===== src/rtl/fac_map.vh =====
// register offsets, field positions and reset values for frame alignment control
`ifndef FAC_MAP_VH
`define FAC_MAP_VH
// register offsets
`define FAC_SECONDARY_CTRL_ADDR 8'h12
`define FAC_TERTIARY_CTRL_ADDR 8'h13
`define FAC_AUDIO_CTRL_ADDR 8'h14
// field positions
`define FAC_MODE_HI 5
`define FAC_MODE_LO 4
`define FAC_SRC_SEL_BIT 3
`define FAC_TRIGGER_BIT 0
// alignment mode codes
`define FAC_MODE_AUTO 2'h0
`define FAC_MODE_ONESHOT 2'h1
`define FAC_MODE_ALWAYS 2'h2
`define FAC_MODE_NEVER 2'h3
// reset values
`define FAC_MODE_RESET 2'h3
`define FAC_SRC_SEL_RESET 1'h0
`define FAC_RDATA_RESET 8'h00
`endif


===== src/rtl/fac_top.v =====
// frame alignment control registers, trigger logic and alignment strobes
//
// How it works
// - secondary mode: auto, one-shot, always, never
// - tertiary mode decodes identically, resets never
// - audio mode same codes, source bit picks trigger
// - source 0: init pin rising edge triggers
// - source 1: writing audio trigger bit triggers
// - trigger acts only with written mode not 3
// - written mode 3 ignores trigger bit
// - audio mode 3 blocks init pin
// - strobe: frame plus one to two lines
// - strobe rises immediately, no line wait
// - trigger bits self-clear, read zero
// - horizontal-only forces primary mode never
`timescale 1ns/1ps
`include "fac_map.vh"
module fac_top
#(
	parameter LINE_W = 13
)
(
	// clock and synchronous reset
	input wire mclk,
	input wire reset,
	// register port
	input wire [7:0] reg_addr,
	input wire [7:0] reg_wdata,
	input wire reg_wr,
	input wire reg_rd,
	output reg [7:0] reg_rdata,
	// video timing
	input wire hsync_pulse,
	input wire [LINE_W-1:0] lines_per_frame,
	// external initialise pin
	input wire init_pin,
	// primary frame pulse control
	input wire h_only,
	input wire [1:0] primary_mode_raw,
	output reg [1:0] primary_align_mode_eff,
	// mode fields
	output wire [1:0] secondary_frame_align_mode,
	output wire [1:0] tertiary_frame_align_mode,
	output wire [1:0] audio_sync_align_mode,
	output wire audio_trigger_source_sel,
	// decoded modes, one bit per channel: secondary, tertiary, audio
	output wire [2:0] auto_align,
	output wire [2:0] always_align,
	output wire [2:0] oneshot_align,
	// alignment strobes
	output wire secondary_align_strobe,
	output wire tertiary_align_strobe,
	output wire audio_align_strobe
);
	// ----------------------------------------------------------------
	// register storage
	// ----------------------------------------------------------------
	// secondary mode field
	reg [1:0] sec_mode_q;
	// tertiary mode field
	reg [1:0] ter_mode_q;
	// audio mode field
	reg [1:0] aud_mode_q;
	// audio trigger source select
	reg aud_src_q;
	// decoded mode flags per channel
	reg [2:0] auto_q;
	reg [2:0] always_q;
	reg [2:0] oneshot_q;

	// ----------------------------------------------------------------
	// write decode
	// ----------------------------------------------------------------
	// address hits
	wire wr_sec;
	wire wr_ter;
	wire wr_aud;
	// mode and trigger as written this cycle
	wire [1:0] wr_mode;
	wire wr_trig;
	wire wr_src;
	// trigger pulses
	wire fire_sec;
	wire fire_ter;
	wire fire_aud_reg;
	wire fire_aud_pin;
	wire fire_aud;
	// synchronised init pin rising edge
	wire init_rise;
	// mode vector for the decode loop
	wire [5:0] mode_vec;

	assign wr_sec = reg_wr & (reg_addr == `FAC_SECONDARY_CTRL_ADDR);
	assign wr_ter = reg_wr & (reg_addr == `FAC_TERTIARY_CTRL_ADDR);
	assign wr_aud = reg_wr & (reg_addr == `FAC_AUDIO_CTRL_ADDR);
	assign wr_mode = reg_wdata[`FAC_MODE_HI:`FAC_MODE_LO];
	assign wr_trig = reg_wdata[`FAC_TRIGGER_BIT];
	assign wr_src = reg_wdata[`FAC_SRC_SEL_BIT];

	// ----------------------------------------------------------------
	// trigger qualification
	// ----------------------------------------------------------------
	// written mode other than never; pin trigger uses stored audio mode
	assign fire_sec = wr_sec & wr_trig & (wr_mode != `FAC_MODE_NEVER);
	assign fire_ter = wr_ter & wr_trig & (wr_mode != `FAC_MODE_NEVER);
	assign fire_aud_reg = wr_aud & wr_trig & wr_src & (wr_mode != `FAC_MODE_NEVER);
	assign fire_aud_pin = init_rise & ~aud_src_q & (aud_mode_q != `FAC_MODE_NEVER);
	// either audio source
	assign fire_aud = fire_aud_reg | fire_aud_pin;

	// ----------------------------------------------------------------
	// control register writes
	// ----------------------------------------------------------------
	// secondary mode field, resets never
	always @(posedge mclk)
	begin
		if (reset)
		begin
			sec_mode_q <= `FAC_MODE_RESET;
		end
		else if (wr_sec)
		begin
			sec_mode_q <= wr_mode;
		end
	end

	always @(posedge mclk)
	begin
		if (reset)
		begin
			ter_mode_q <= `FAC_MODE_RESET;
		end
		else if (wr_ter)
		begin
			ter_mode_q <= wr_mode;
		end
	end

	always @(posedge mclk)
	begin
		if (reset)
		begin
			aud_mode_q <= `FAC_MODE_RESET;
			aud_src_q <= `FAC_SRC_SEL_RESET;
		end
		else if (wr_aud)
		begin
			aud_mode_q <= wr_mode;
			aud_src_q <= wr_src;
		end
	end

	// ----------------------------------------------------------------
	// mode decode per channel
	// ----------------------------------------------------------------
	// pack fields so one loop serves all channels
	assign mode_vec = {aud_mode_q, ter_mode_q, sec_mode_q};

	genvar ch;
	generate
		for (ch = 0; ch < 3; ch = ch + 1)
		begin : g_decode
			always @(posedge mclk)
			begin
				if (reset)
				begin
					auto_q[ch] <= 1'b0;
					always_q[ch] <= 1'b0;
					oneshot_q[ch] <= 1'b0;
				end
				else
				begin
					auto_q[ch] <= (mode_vec[2*ch+1:2*ch] == `FAC_MODE_AUTO);
					always_q[ch] <= (mode_vec[2*ch+1:2*ch] == `FAC_MODE_ALWAYS);
					oneshot_q[ch] <= (mode_vec[2*ch+1:2*ch] == `FAC_MODE_ONESHOT);
				end
			end
		end
	endgenerate

	// ----------------------------------------------------------------
	// primary frame pulse mode override
	// ----------------------------------------------------------------
	// horizontal-only forces never
	always @(posedge mclk)
	begin
		if (reset)
		begin
			primary_align_mode_eff <= `FAC_MODE_RESET;
		end
		else if (h_only)
		begin
			primary_align_mode_eff <= `FAC_MODE_NEVER;
		end
		else
		begin
			primary_align_mode_eff <= primary_mode_raw;
		end
	end

	// ----------------------------------------------------------------
	// register read
	// ----------------------------------------------------------------
	// trigger bits always read zero
	always @(posedge mclk)
	begin
		if (reset)
		begin
			reg_rdata <= `FAC_RDATA_RESET;
		end
		else if (reg_rd)
		begin
			case (reg_addr)
				`FAC_SECONDARY_CTRL_ADDR:
				begin
					reg_rdata <= {2'h0, sec_mode_q, 4'h0};
				end
				`FAC_TERTIARY_CTRL_ADDR:
				begin
					reg_rdata <= {2'h0, ter_mode_q, 4'h0};
				end
				`FAC_AUDIO_CTRL_ADDR:
				begin
					reg_rdata <= {2'h0, aud_mode_q, aud_src_q, 3'h0};
				end
				default:
				begin
					// unmapped offsets read zero
					reg_rdata <= 8'h00;
				end
			endcase
		end
	end

	// ----------------------------------------------------------------
	// init pin synchroniser
	// ----------------------------------------------------------------
	// synchronised edge detect
	fac_pin_sync u_pin_sync
	(
		.mclk(mclk),
		.reset(reset),
		.pin_in(init_pin),
		.rise_q(init_rise)
	);

	// ----------------------------------------------------------------
	// alignment strobe timers
	// ----------------------------------------------------------------
	// secondary strobe width
	fac_strobe #(.LINE_W(LINE_W)) u_sec_strobe
	(
		.mclk(mclk),
		.reset(reset),
		.fire(fire_sec),
		.hsync_pulse(hsync_pulse),
		.lines_per_frame(lines_per_frame),
		.strobe_q(secondary_align_strobe)
	);

	fac_strobe #(.LINE_W(LINE_W)) u_ter_strobe
	(
		.mclk(mclk),
		.reset(reset),
		.fire(fire_ter),
		.hsync_pulse(hsync_pulse),
		.lines_per_frame(lines_per_frame),
		.strobe_q(tertiary_align_strobe)
	);

	fac_strobe #(.LINE_W(LINE_W)) u_aud_strobe
	(
		.mclk(mclk),
		.reset(reset),
		.fire(fire_aud),
		.hsync_pulse(hsync_pulse),
		.lines_per_frame(lines_per_frame),
		.strobe_q(audio_align_strobe)
	);

	// ----------------------------------------------------------------
	// output wiring, all from flops
	// ----------------------------------------------------------------
	assign secondary_frame_align_mode = sec_mode_q;
	assign tertiary_frame_align_mode = ter_mode_q;
	assign audio_sync_align_mode = aud_mode_q;
	assign audio_trigger_source_sel = aud_src_q;
	assign auto_align = auto_q;
	assign always_align = always_q;
	assign oneshot_align = oneshot_q;
endmodule


===== src/rtl/fac_pin_sync.v =====
// two-stage synchroniser and rising edge detector for the initialise pin
`timescale 1ns/1ps
module fac_pin_sync
(
	input wire mclk,
	input wire reset,
	input wire pin_in,
	output reg rise_q
);
	// first and second synchroniser stages, previous sample
	reg meta_q;
	reg sync_q;
	reg prev_q;

	// ----------------------------------------------------------------
	// synchroniser and edge detector
	// ----------------------------------------------------------------
	// two flops, then compare
	always @(posedge mclk)
	begin
		if (reset)
		begin
			meta_q <= 1'b0;
			sync_q <= 1'b0;
			prev_q <= 1'b0;
			rise_q <= 1'b0;
		end
		else
		begin
			meta_q <= pin_in;
			sync_q <= meta_q;
			prev_q <= sync_q;
			rise_q <= sync_q & ~prev_q;
		end
	end
endmodule


===== src/rtl/fac_strobe.v =====
// alignment strobe timer counted in line periods
`timescale 1ns/1ps
module fac_strobe
#(
	parameter LINE_W = 13
)
(
	input wire mclk,
	input wire reset,
	input wire fire,
	input wire hsync_pulse,
	input wire [LINE_W-1:0] lines_per_frame,
	output reg strobe_q
);
	// ----------------------------------------------------------------
	// states
	// ----------------------------------------------------------------
	localparam [1:0] ST_IDLE = 2'h0;
	localparam [1:0] ST_WAIT_LINE = 2'h1;
	localparam [1:0] ST_FRAME = 2'h2;

	// state and remaining line count
	reg [1:0] state_q;
	reg [LINE_W-1:0] lines_q;

	// ----------------------------------------------------------------
	// strobe sequencer
	// ----------------------------------------------------------------
	// load, count frame, end on line
	always @(posedge mclk)
	begin
		if (reset)
		begin
			state_q <= ST_IDLE;
			lines_q <= {LINE_W{1'b0}};
			strobe_q <= 1'b0;
		end
		else if (fire)
		begin
			// raise at once, restart if busy
			state_q <= ST_WAIT_LINE;
			lines_q <= lines_per_frame;
			strobe_q <= 1'b1;
		end
		else
		begin
			case (state_q)
				ST_WAIT_LINE:
				begin
					// first line sync opens the frame count
					if (hsync_pulse)
					begin
						state_q <= ST_FRAME;
						lines_q <= lines_per_frame;
					end
				end
				ST_FRAME:
				begin
					// frame plus one to two lines
					if (hsync_pulse)
					begin
						if (lines_q == {LINE_W{1'b0}})
						begin
							state_q <= ST_IDLE;
							strobe_q <= 1'b0;
						end
						else
						begin
							lines_q <= lines_q - {{(LINE_W-1){1'b0}}, 1'b1};
						end
					end
				end
				ST_IDLE:
				begin
					strobe_q <= 1'b0;
				end
				default:
				begin
					state_q <= ST_IDLE;
					strobe_q <= 1'b0;
				end
			endcase
		end
	end
endmodule


===== config.mk =====
export PLATFORM = sky130hd
export DESIGN_NAME = fac_top
export DESIGN_NICKNAME = d
export VERILOG_FILES = /design/src/rtl/fac_top.v /design/src/rtl/fac_pin_sync.v /design/src/rtl/fac_strobe.v
export VERILOG_INCLUDE_DIRS = /design/src /design/src/rtl
export SDC_FILE = /design/constraint.sdc
export NUM_CORES = 1
export LEC_CHECK = 0
export ABC_AREA = 1
export BUFFER_PORTS_ARGS = -buffer_cell sky130_fd_sc_hd__buf_2
export CAP_MARGIN = 40
export CORE_MARGIN = 10
export CORE_UTILIZATION = 51
export DETAILED_ROUTE_END_ITERATION = 12
export GPL_ROUTABILITY_DRIVEN = 0
export GPL_TIMING_DRIVEN = 0
export MAX_ROUTING_LAYER = met4
export PLACE_DENSITY = 0.74
export RECOVER_POWER = 25
export SLEW_MARGIN = 20
export SYNTH_ARGS = -nofsm -noshare
export SYNTH_HDL_FRONTEND = slang
export SYNTH_SLANG_ARGS = --single-unit

===== constraint.sdc =====
create_clock -name mclk -period 1.6 [get_ports mclk]
set_clock_uncertainty 0.2 [all_clocks]
set_input_delay 0.32 -clock mclk [delete_from_list [all_inputs] [get_ports mclk]]
set_output_delay 0.32 -clock mclk [all_outputs]
set_load 0.02 [all_outputs]

==> metrics, run 1 <==
R2R depth 10; Clock Sinks 73; RSZ-0062 raised after global routing yes; Reg power frac 50.2%; Clock Power Share 42.4%; hpwl dp 7930 um; Layout Nets 752; failing checks negative setup slack; core box area 7730 um^2; vias in the first global route 4015; synthesized-area fraction occupied by adder cells 1.86%; largest family of logic cells by synthesized area simple AND/OR/NAND/NOR gates; hold wc startpoint h_only; vias 4281; largest net degree at the start of global routing 14; post-placement cell count 758; cts bufs inserted 9; syn avg cell area 6.78 um^2; WHS Path Cells 3; initial antenna violation count 0; post-synthesis sequential area ratio 36.1%; most used cell, CP nand2_2; synth top area cells dfxtp_1, nand2_1, nor2_1, inv_1, o21ai_0; Syn Inst Count 597; register area 1510 um^2; Die Ht 109 um; footprint of the multi-input gates 2580 um^2; Worst Path Required 1.64 ns; mux contribution to synthesized area 0%; Unique masters post-synth 31; DRT Wirelength 12300 um; xor and xnor area share after synthesis 6.28%; post-DR vias/cell 5.25; Area Overhead vs Synth 37.6%; worst vdd ir 404 uV; # DRC 0; Int Power 2.69 mW; CP top delay family simple AND/OR/NAND/NOR gates; clk_lat worst skew 0.36 ns; status complete, but fails checks; Setup Total Neg Slack -5.12 ns; # fillers 585; port bufs 55; post-route insts no fill 815; Final Instance Area 5560 um^2; yosys warns 0; H-tree depth 3; Crit Path Class reg -> reg; CP startpoint u_sec_strobe.lines_q[1]$_SDFFE_PP0P_; setup slack, reg-to-reg -0.22 ns; reg2reg start u_sec_strobe.lines_q[1]$_SDFFE_PP0P_; slew margin rel. 49.7%; starting density of the core 52.3%; die area 11900 um^2; Combinational Power Share 7.4%; WL/cell 15.1 um; Ports 67; slack of the critical path -0.219 ns; area leader, netlist dfxtp_1; Antenna Nets Post-Route 0; CTS tree built; Synth Cell Area 4050 um^2; GRT Overall Usage 20.5%; WHS 0.000179 ns; die width 109 um; Worst-Margin Slew 0.755 ns; complex-gate fraction of the synthesized area 13.7%; Crit Path Max Fanout 8; GRT Residual Overflow 0; Bufs and invs on worst path 2; Final Setup Violations 42; CP Capture Type register; share of the synthesized area in the top cell type 36.1%; Max Cap Viol 0; crit-path max cell delay 0.37 ns; Area after DPL 4480 um^2; initial DRC count 330; Max Clk Rate 550 MHz; num rows 32; worst min-delay path class in -> reg; period utilization 114%; n_diodes 0; first-pass GRT wire length 19100 um; simple-gate share of the synthesized area 31.1%; Seq cells post-synth 73; crit-path cells inv_2, ha_4, nand3_2, nand2_2, nand2_2, nand2_2, nand2_4, clkinvlp_4, nor2_1, nor2_1; ys flop type dfxtp_1; crit path time final 1.82 ns; Final Hold Viols 0; FFs w/ async S/R, synth 0%; Hold Path Sink primary_align_mode_eff[1]$_SDFF_PP1_; critical path startpoint category register; switch share 25.9%; root buffer cell clkbuf_8; NetSw 0.937 mW; first drt pass iteration count 5; layout cells sized above 1 38.4%; Pwr Density 651 nW/um^2; Clock Tree Buf Depth 2; R2R Path End u_sec_strobe.lines_q[3]$_SDFFE_PP0P_; Crit-path slowest cell dfxtp_2; final slew viol count 0; leak pwr 2.76 nW; Post-synth EDFFs 0; Crit path arrival time 1.86 ns; clock slew at reported path FFs 0.09 ns
-- worst max-delay path by stage --
stage	to	slack, ns	cells after the start
2_1_floorplan	u_ter_strobe.lines_q[10]$_SDFFE_PP0P_	-0.05	11
6_report	u_sec_strobe.lines_q[3]$_SDFFE_PP0P_	-0.22	10
4_1_cts	u_aud_strobe.lines_q[9]$_SDFFE_PP0P_	-0.14	13
5_1_grt	u_sec_strobe.lines_q[3]$_SDFFE_PP0P_	-0.29	11
3_3_place_gp	u_aud_strobe.lines_q[8]$_SDFFE_PP0P_	-0.30	10
3_5_place_dp	u_aud_strobe.lines_q[8]$_SDFFE_PP0P_	-0.33	10
-- kinds of logic after synthesis --
| group | count (synthesis) |
|---|---|
| simple gates | 286 |
| compound gates | 107 |
| buf+inv | 95 |
| flops | 73 |
| xor+xnor | 29 |
| fa+ha+maj | 6 |
| other cells | 1 |
-- power groups by stage --
| stage | clock, mW | sequential (mW) | combinational, mW |
|---|---|---|---|
| after floorplan | 0 | 1.87 | 0.131 |
| after global placement | 0 | 1.87 | 0.228 |
| after detailed placement | 0 | 1.87 | 0.230 |
| after CTS | 1.54 | 1.83 | 0.254 |
| after global routing | 1.64 | 1.82 | 0.291 |
| final | 1.54 | 1.82 | 0.268 |
-- per-stage QoR --
step           setup slack (ns)  util [%]  power, mW
2_1_floorplan           -0.0506         -       2.01
3_3_place_gp             -0.295      58.0       2.10
3_5_place_dp             -0.327      58.0       2.10
4_1_cts                  -0.143      68.1       3.62
5_1_grt                  -0.290      72.0       3.75
6_report                 -0.219      72.0       3.62
-- Yosys cell counts (7+ instances only) --
cell type,n
nand2_1,121
nor2_1,96
dfxtp_1,73
inv_1,68
o21ai_0,48
a21oi_1,34
nand3_1,24
o21ai_1,20
nor3_1,16
xor2_1,16
xnor2_1,13
buf_4,8
buf_6,7
-- layer usage --
layer  vias up  part of all wire, %  routed length (um)  GRT usage (%)
li1       2116                    -                   -              -
met1      1966                   41                5090           23.9
met2       163                   49                6060           33.7
met3        36                  6.2                 762           4.25
met4         0                  3.3                 405           7.91
met5         -                    0                   0              -
-- state kept, by name, indices dropped and copies added (netlist names), 2 cells and up --
signal	cells
oneshot_align	3
primary_align_mode_eff	2
u_ter_strobe.state_q	2
always_align	3
secondary_frame_align_mode	2
audio_sync_align_mode	2
u_sec_strobe.state_q	2
reg_rdata	3
u_aud_strobe.state_q	2
u_sec_strobe.lines_q	13
auto_align	3
tertiary_frame_align_mode	2
u_aud_strobe.lines_q	13
u_ter_strobe.lines_q	13
-- placed cells by master, fill, tap and decap left out, types with 13 or more instances in the layout --
cell type / n
a21oi_1: 21
a21oi_2: 13
buf_2: 55
nor2_2: 15
nand3_1: 19
nand2_2: 22
o21ai_0: 23
o21ai_1: 19
inv_1: 60
xor2_1: 16
o21ai_2: 26
nor3_1: 14
nor2_1: 72
dfxtp_2: 20
dfxtp_1: 47
buf_4: 34
nand2_1: 103
xnor2_1: 13
nor2_4: 16
-- cell type report --
class                           count  share of cell area, %
Timing Repair inverter              1                  0.202
Tap cell                          102                   2.29
Multi-Input combinational cell    433                   46.5
Clock buffer                       11                   2.54
Clock inverter                      5                   1.15
Inverter                           72                   5.28
Timing Repair Buffer               95                   11.8
Sequential cell                    73                   27.1
Buffer                             23                   3.17
-- worst reg2reg max path, cell delays in order, from the launching register on --
cell and delay [ns]:
dfxtp_2 0.37, inv_2 0.06, ha_4 0.16, nand3_2 0.06, nand2_2 0.06, nand2_2 0.08
nand2_2 0.07, nand2_4 0.16, clkinvlp_4 0.25, nor2_1 0.17, nor2_1 0.07
-- timing repair --
action,4_1_cts,5_1_grt
setup buffers,25,7
hold buffers,6,0
gates resized for setup,115,79
gates cloned,4,1
hold endpoints to repair,4,0
endpoints found under the setup margin,39,48
pin swaps,42,30
Power figures use the tool's default switching activity.
==> inputs of run 2 (changes only) <==
--- a/config.mk
+++ b/config.mk
@@ -10,12 +10,12 @@
 export BUFFER_PORTS_ARGS = -buffer_cell sky130_fd_sc_hd__buf_2
 export CAP_MARGIN = 40
 export CORE_MARGIN = 10
-export CORE_UTILIZATION = 51
+export CORE_UTILIZATION = 57
 export DETAILED_ROUTE_END_ITERATION = 12
 export GPL_ROUTABILITY_DRIVEN = 0
 export GPL_TIMING_DRIVEN = 0
 export MAX_ROUTING_LAYER = met4
-export PLACE_DENSITY = 0.74
+export PLACE_DENSITY_LB_ADDON = 0.3
 export RECOVER_POWER = 25
 export SLEW_MARGIN = 20
 export SYNTH_ARGS = -nofsm -noshare
==> constraint.sdc (replaced) <==
create_clock -name mclk -period 1.9 [get_ports mclk]
set_clock_uncertainty 0.2 [all_clocks]
set_input_delay 0.38 -clock mclk [delete_from_list [all_inputs] [get_ports mclk]]
set_output_delay 0.38 -clock mclk [all_outputs]
set_load 0.02 [all_outputs]
==> run 2 against run 1 <==
Compared with the run above:
- the run now ends clean
- sequential cell count is the same
- sequential share of layout area grew 2.8 points
- register-to-register slack gained 0.26 ns
- total power shrank 19%
- critical path depth shrank 1
- final area shrank 11%
- hold slack gained 0.018 ns
- utilization grew 0.34 points
- non-clock buffer count shrank 24
- sequential power shrank 15%
- first-iteration DRC count shrank 23%
- critical endpoint is now u_ter_strobe.lines_q[1]$_SDFFE_PP0P_
- largest power group unchanged
- highest routed layer unchanged
==> metrics, run 2 (same netlist as run 1, synthesis figures left out) <==
status finished, final reports clean; crit-path cells nor2_2, nand2_1, nor2_4, nand3_4, nand3_4, nand2_8, buf_8, o21ai_2, nor2_1; DRT Wirelength 11300 um (-8.6%); commonest non-fill, non-tap cell in the layout nand2_1; WHS Path Cells 3 (unchanged); Final Setup Violations 0 (-100%); Max Clk Rate 537 MHz (-2.2%); Crit Path Class reg -> reg; vias in the first global route 3884 (-3.3%); Hold Path Sink u_pin_sync.meta_q$_SDFF_PP0_; Area Overhead vs Synth 22.2%; crit path time final 1.86 ns (+0.0418 ns); port bufs 55 (unchanged); num rows 30 (-6.3%); GRT Residual Overflow 0 (unchanged); RSZ-0062 raised after global routing yes; slack of the critical path 0.0394 ns (+0.258 ns); Pwr Density 595 nW/um^2 (-8.5%); CTS tree built; Crit-path slowest cell dfxtp_1; first drt pass iteration count 5 (unchanged); setup slack, reg-to-reg 0.04 ns (+0.26 ns); Crit Path Max Fanout 5 (-3); post-DR vias/cell 5.35 (+1.9%); CP Capture Type register; root buffer cell clkbuf_8; Die Ht 104 um (-4.4%); Worst-Margin Slew 0.528 ns (-0.228 ns); Final Instance Area 4940 um^2 (-11%); DP Worst Slack -0.108 ns (+0.219 ns); initial antenna violation count 0 (unchanged); most used cell, CP nand3_4; largest net degree at the start of global routing 16 (+2); highest routed metal layer met4; die area 10900 um^2 (-8.6%); clock slew at reported path FFs 0.09 ns (about the same); Crit path arrival time 1.92 ns (+0.06 ns); GRT Overall Usage 19.7% (-0.77 points); die width 104 um (-4.4%); Worst Path Required 1.96 ns (+0.32 ns); # fillers 555 (-5.1%); first-pass GRT wire length 17600 um (-7.8%); post-route insts no fill 785 (-3.7%); clk_lat worst skew 0.37 ns (about the same); initial DRC count 254 (-23%); cts bufs inserted 9 (unchanged); Clock Tree Buf Depth 2 (unchanged); M1 WL 4690 um (-7.8%); hpwl dp 7820 um (-1.4%); Final Hold Viols 0 (unchanged); top flop regs u_aud_strobe.lines_q (13), u_sec_strobe.lines_q (13), u_ter_strobe.lines_q (13); R2R Path End u_ter_strobe.lines_q[1]$_SDFFE_PP0P_; WL/cell 14.3 um (-5.1%); R2R depth 9 (-1); post-placement cell count 752 (-0.79%); layout cells sized above 1 23.7% (-15 points); final slew viol count 0 (unchanged); core box area 6830 um^2 (-12%); Ports 67 (unchanged); Max Cap Viol 0 (unchanged); Layout Nets 728 (-3.2%); critical path startpoint category register; n_diodes 0 (unchanged); slew margin rel. 64.8% (+15 points); Area after DPL 4460 um^2 (-0.53%); met3 wire length 821 um (+7.7%); # DRC 0 (unchanged); worst min-delay path class in -> reg; crit-path max cell delay 0.37 ns (about the same); reg2reg start u_ter_strobe.lines_q[4]$_SDFFE_PP0P_; period utilization 97.9% (-16 points); Clock Sinks 73 (unchanged); Antenna Nets Post-Route 0 (unchanged); H-tree depth 3 (unchanged); commonest cells after routing, fill and taps aside nand2_1, nor2_1, inv_1; starting density of the core 59.2% (+6.9 points); vias 4202 (-1.8%); leak pwr 2.55 nW (-7.8%); hold wc startpoint init_pin; worst vdd ir 504 uV (+25%); Routed met2 length 5520 um (-8.9%)
## run 2: critical path, delay by kind of cell (launching register included)
family / cells / cell delay (ns)
buffers and inverters: 1 / 0.14
and+or+nand+nor: 7 / 0.91
AOI/OAI and AO/OA: 1 / 0.12
DFF: 1 / 0.37
## run 2: worst max path at each step
stage | end | cells after the start | from
2_1_floorplan | u_ter_strobe.lines_q[10]$_SDFFE_PP0P_ | 11 | u_ter_strobe.lines_q[0]$_SDFFE_PP0P_
4_1_cts | u_ter_strobe.lines_q[1]$_SDFFE_PP0P_ | 10 | u_ter_strobe.lines_q[0]$_SDFFE_PP0P_
5_1_grt | u_ter_strobe.lines_q[12]$_SDFFE_PP0P_ | 9 | u_ter_strobe.lines_q[4]$_SDFFE_PP0P_
6_report | u_ter_strobe.lines_q[1]$_SDFFE_PP0P_ | 9 | u_ter_strobe.lines_q[4]$_SDFFE_PP0P_
3_3_place_gp | u_aud_strobe.lines_q[10]$_SDFFE_PP0P_ | 10 | reg_addr[7]
3_5_place_dp | u_aud_strobe.lines_q[11]$_SDFFE_PP0P_ | 10 | reg_addr[7]
## run 2: stage by stage
step	util, %	hold WS [ns]	TNS (ns)	total power [mW]
5_1_grt	72.3	0.0241	-0.742	3.04
6_report	72.3	0.0186	0	2.94
2_1_floorplan	-	0.173	0	1.69
3_3_place_gp	65.2	0.176	-0.522	1.76
3_5_place_dp	65.2	0.188	-1.50	1.77
4_1_cts	68.6	0.0119	0	2.94
## run 2: where the power goes
| part | total [mW] | internal, mW | switching (mW) |
|---|---|---|---|
| Clock | 1.20 | 0.499 | 0.700 |
| Combinational | 0.208 | 0.0764 | 0.132 |
| Sequential | 1.54 | 1.53 | 0.00314 |
## run 2: metal layers
metal | up-vias | GRT usage (%)
li1 | 2059 | -
met1 | 1918 | 23.1
met2 | 196 | 32.5
met3 | 29 | 4.09
met4 | 0 | 7.26
met5 | - | -
## run 2: what timing repair did
action / 4_1_cts / 5_1_grt
hold endpoints to repair: 2 / 0
pin swaps: 0 / 10
hold buffers: 4 / 0
setup endpoints to repair: 2 / 39
gates resized for setup: 2 / 70
setup buffers: 0 / 10
gates cloned: 0 / 3
## run 2: cell type report
type                            instances  area [um^2]  area share (%)
Timing Repair Buffer                   71          430            8.71
Buffer                                 23          173            3.49
Tap cell                               96          120            2.43
Clock buffer                            9          124            2.51
Multi-Input combinational cell        434         2280            46.1
Inverter                               72          277            5.59
Clock inverter                          7         61.3            1.24
Sequential cell                        73         1480            29.9
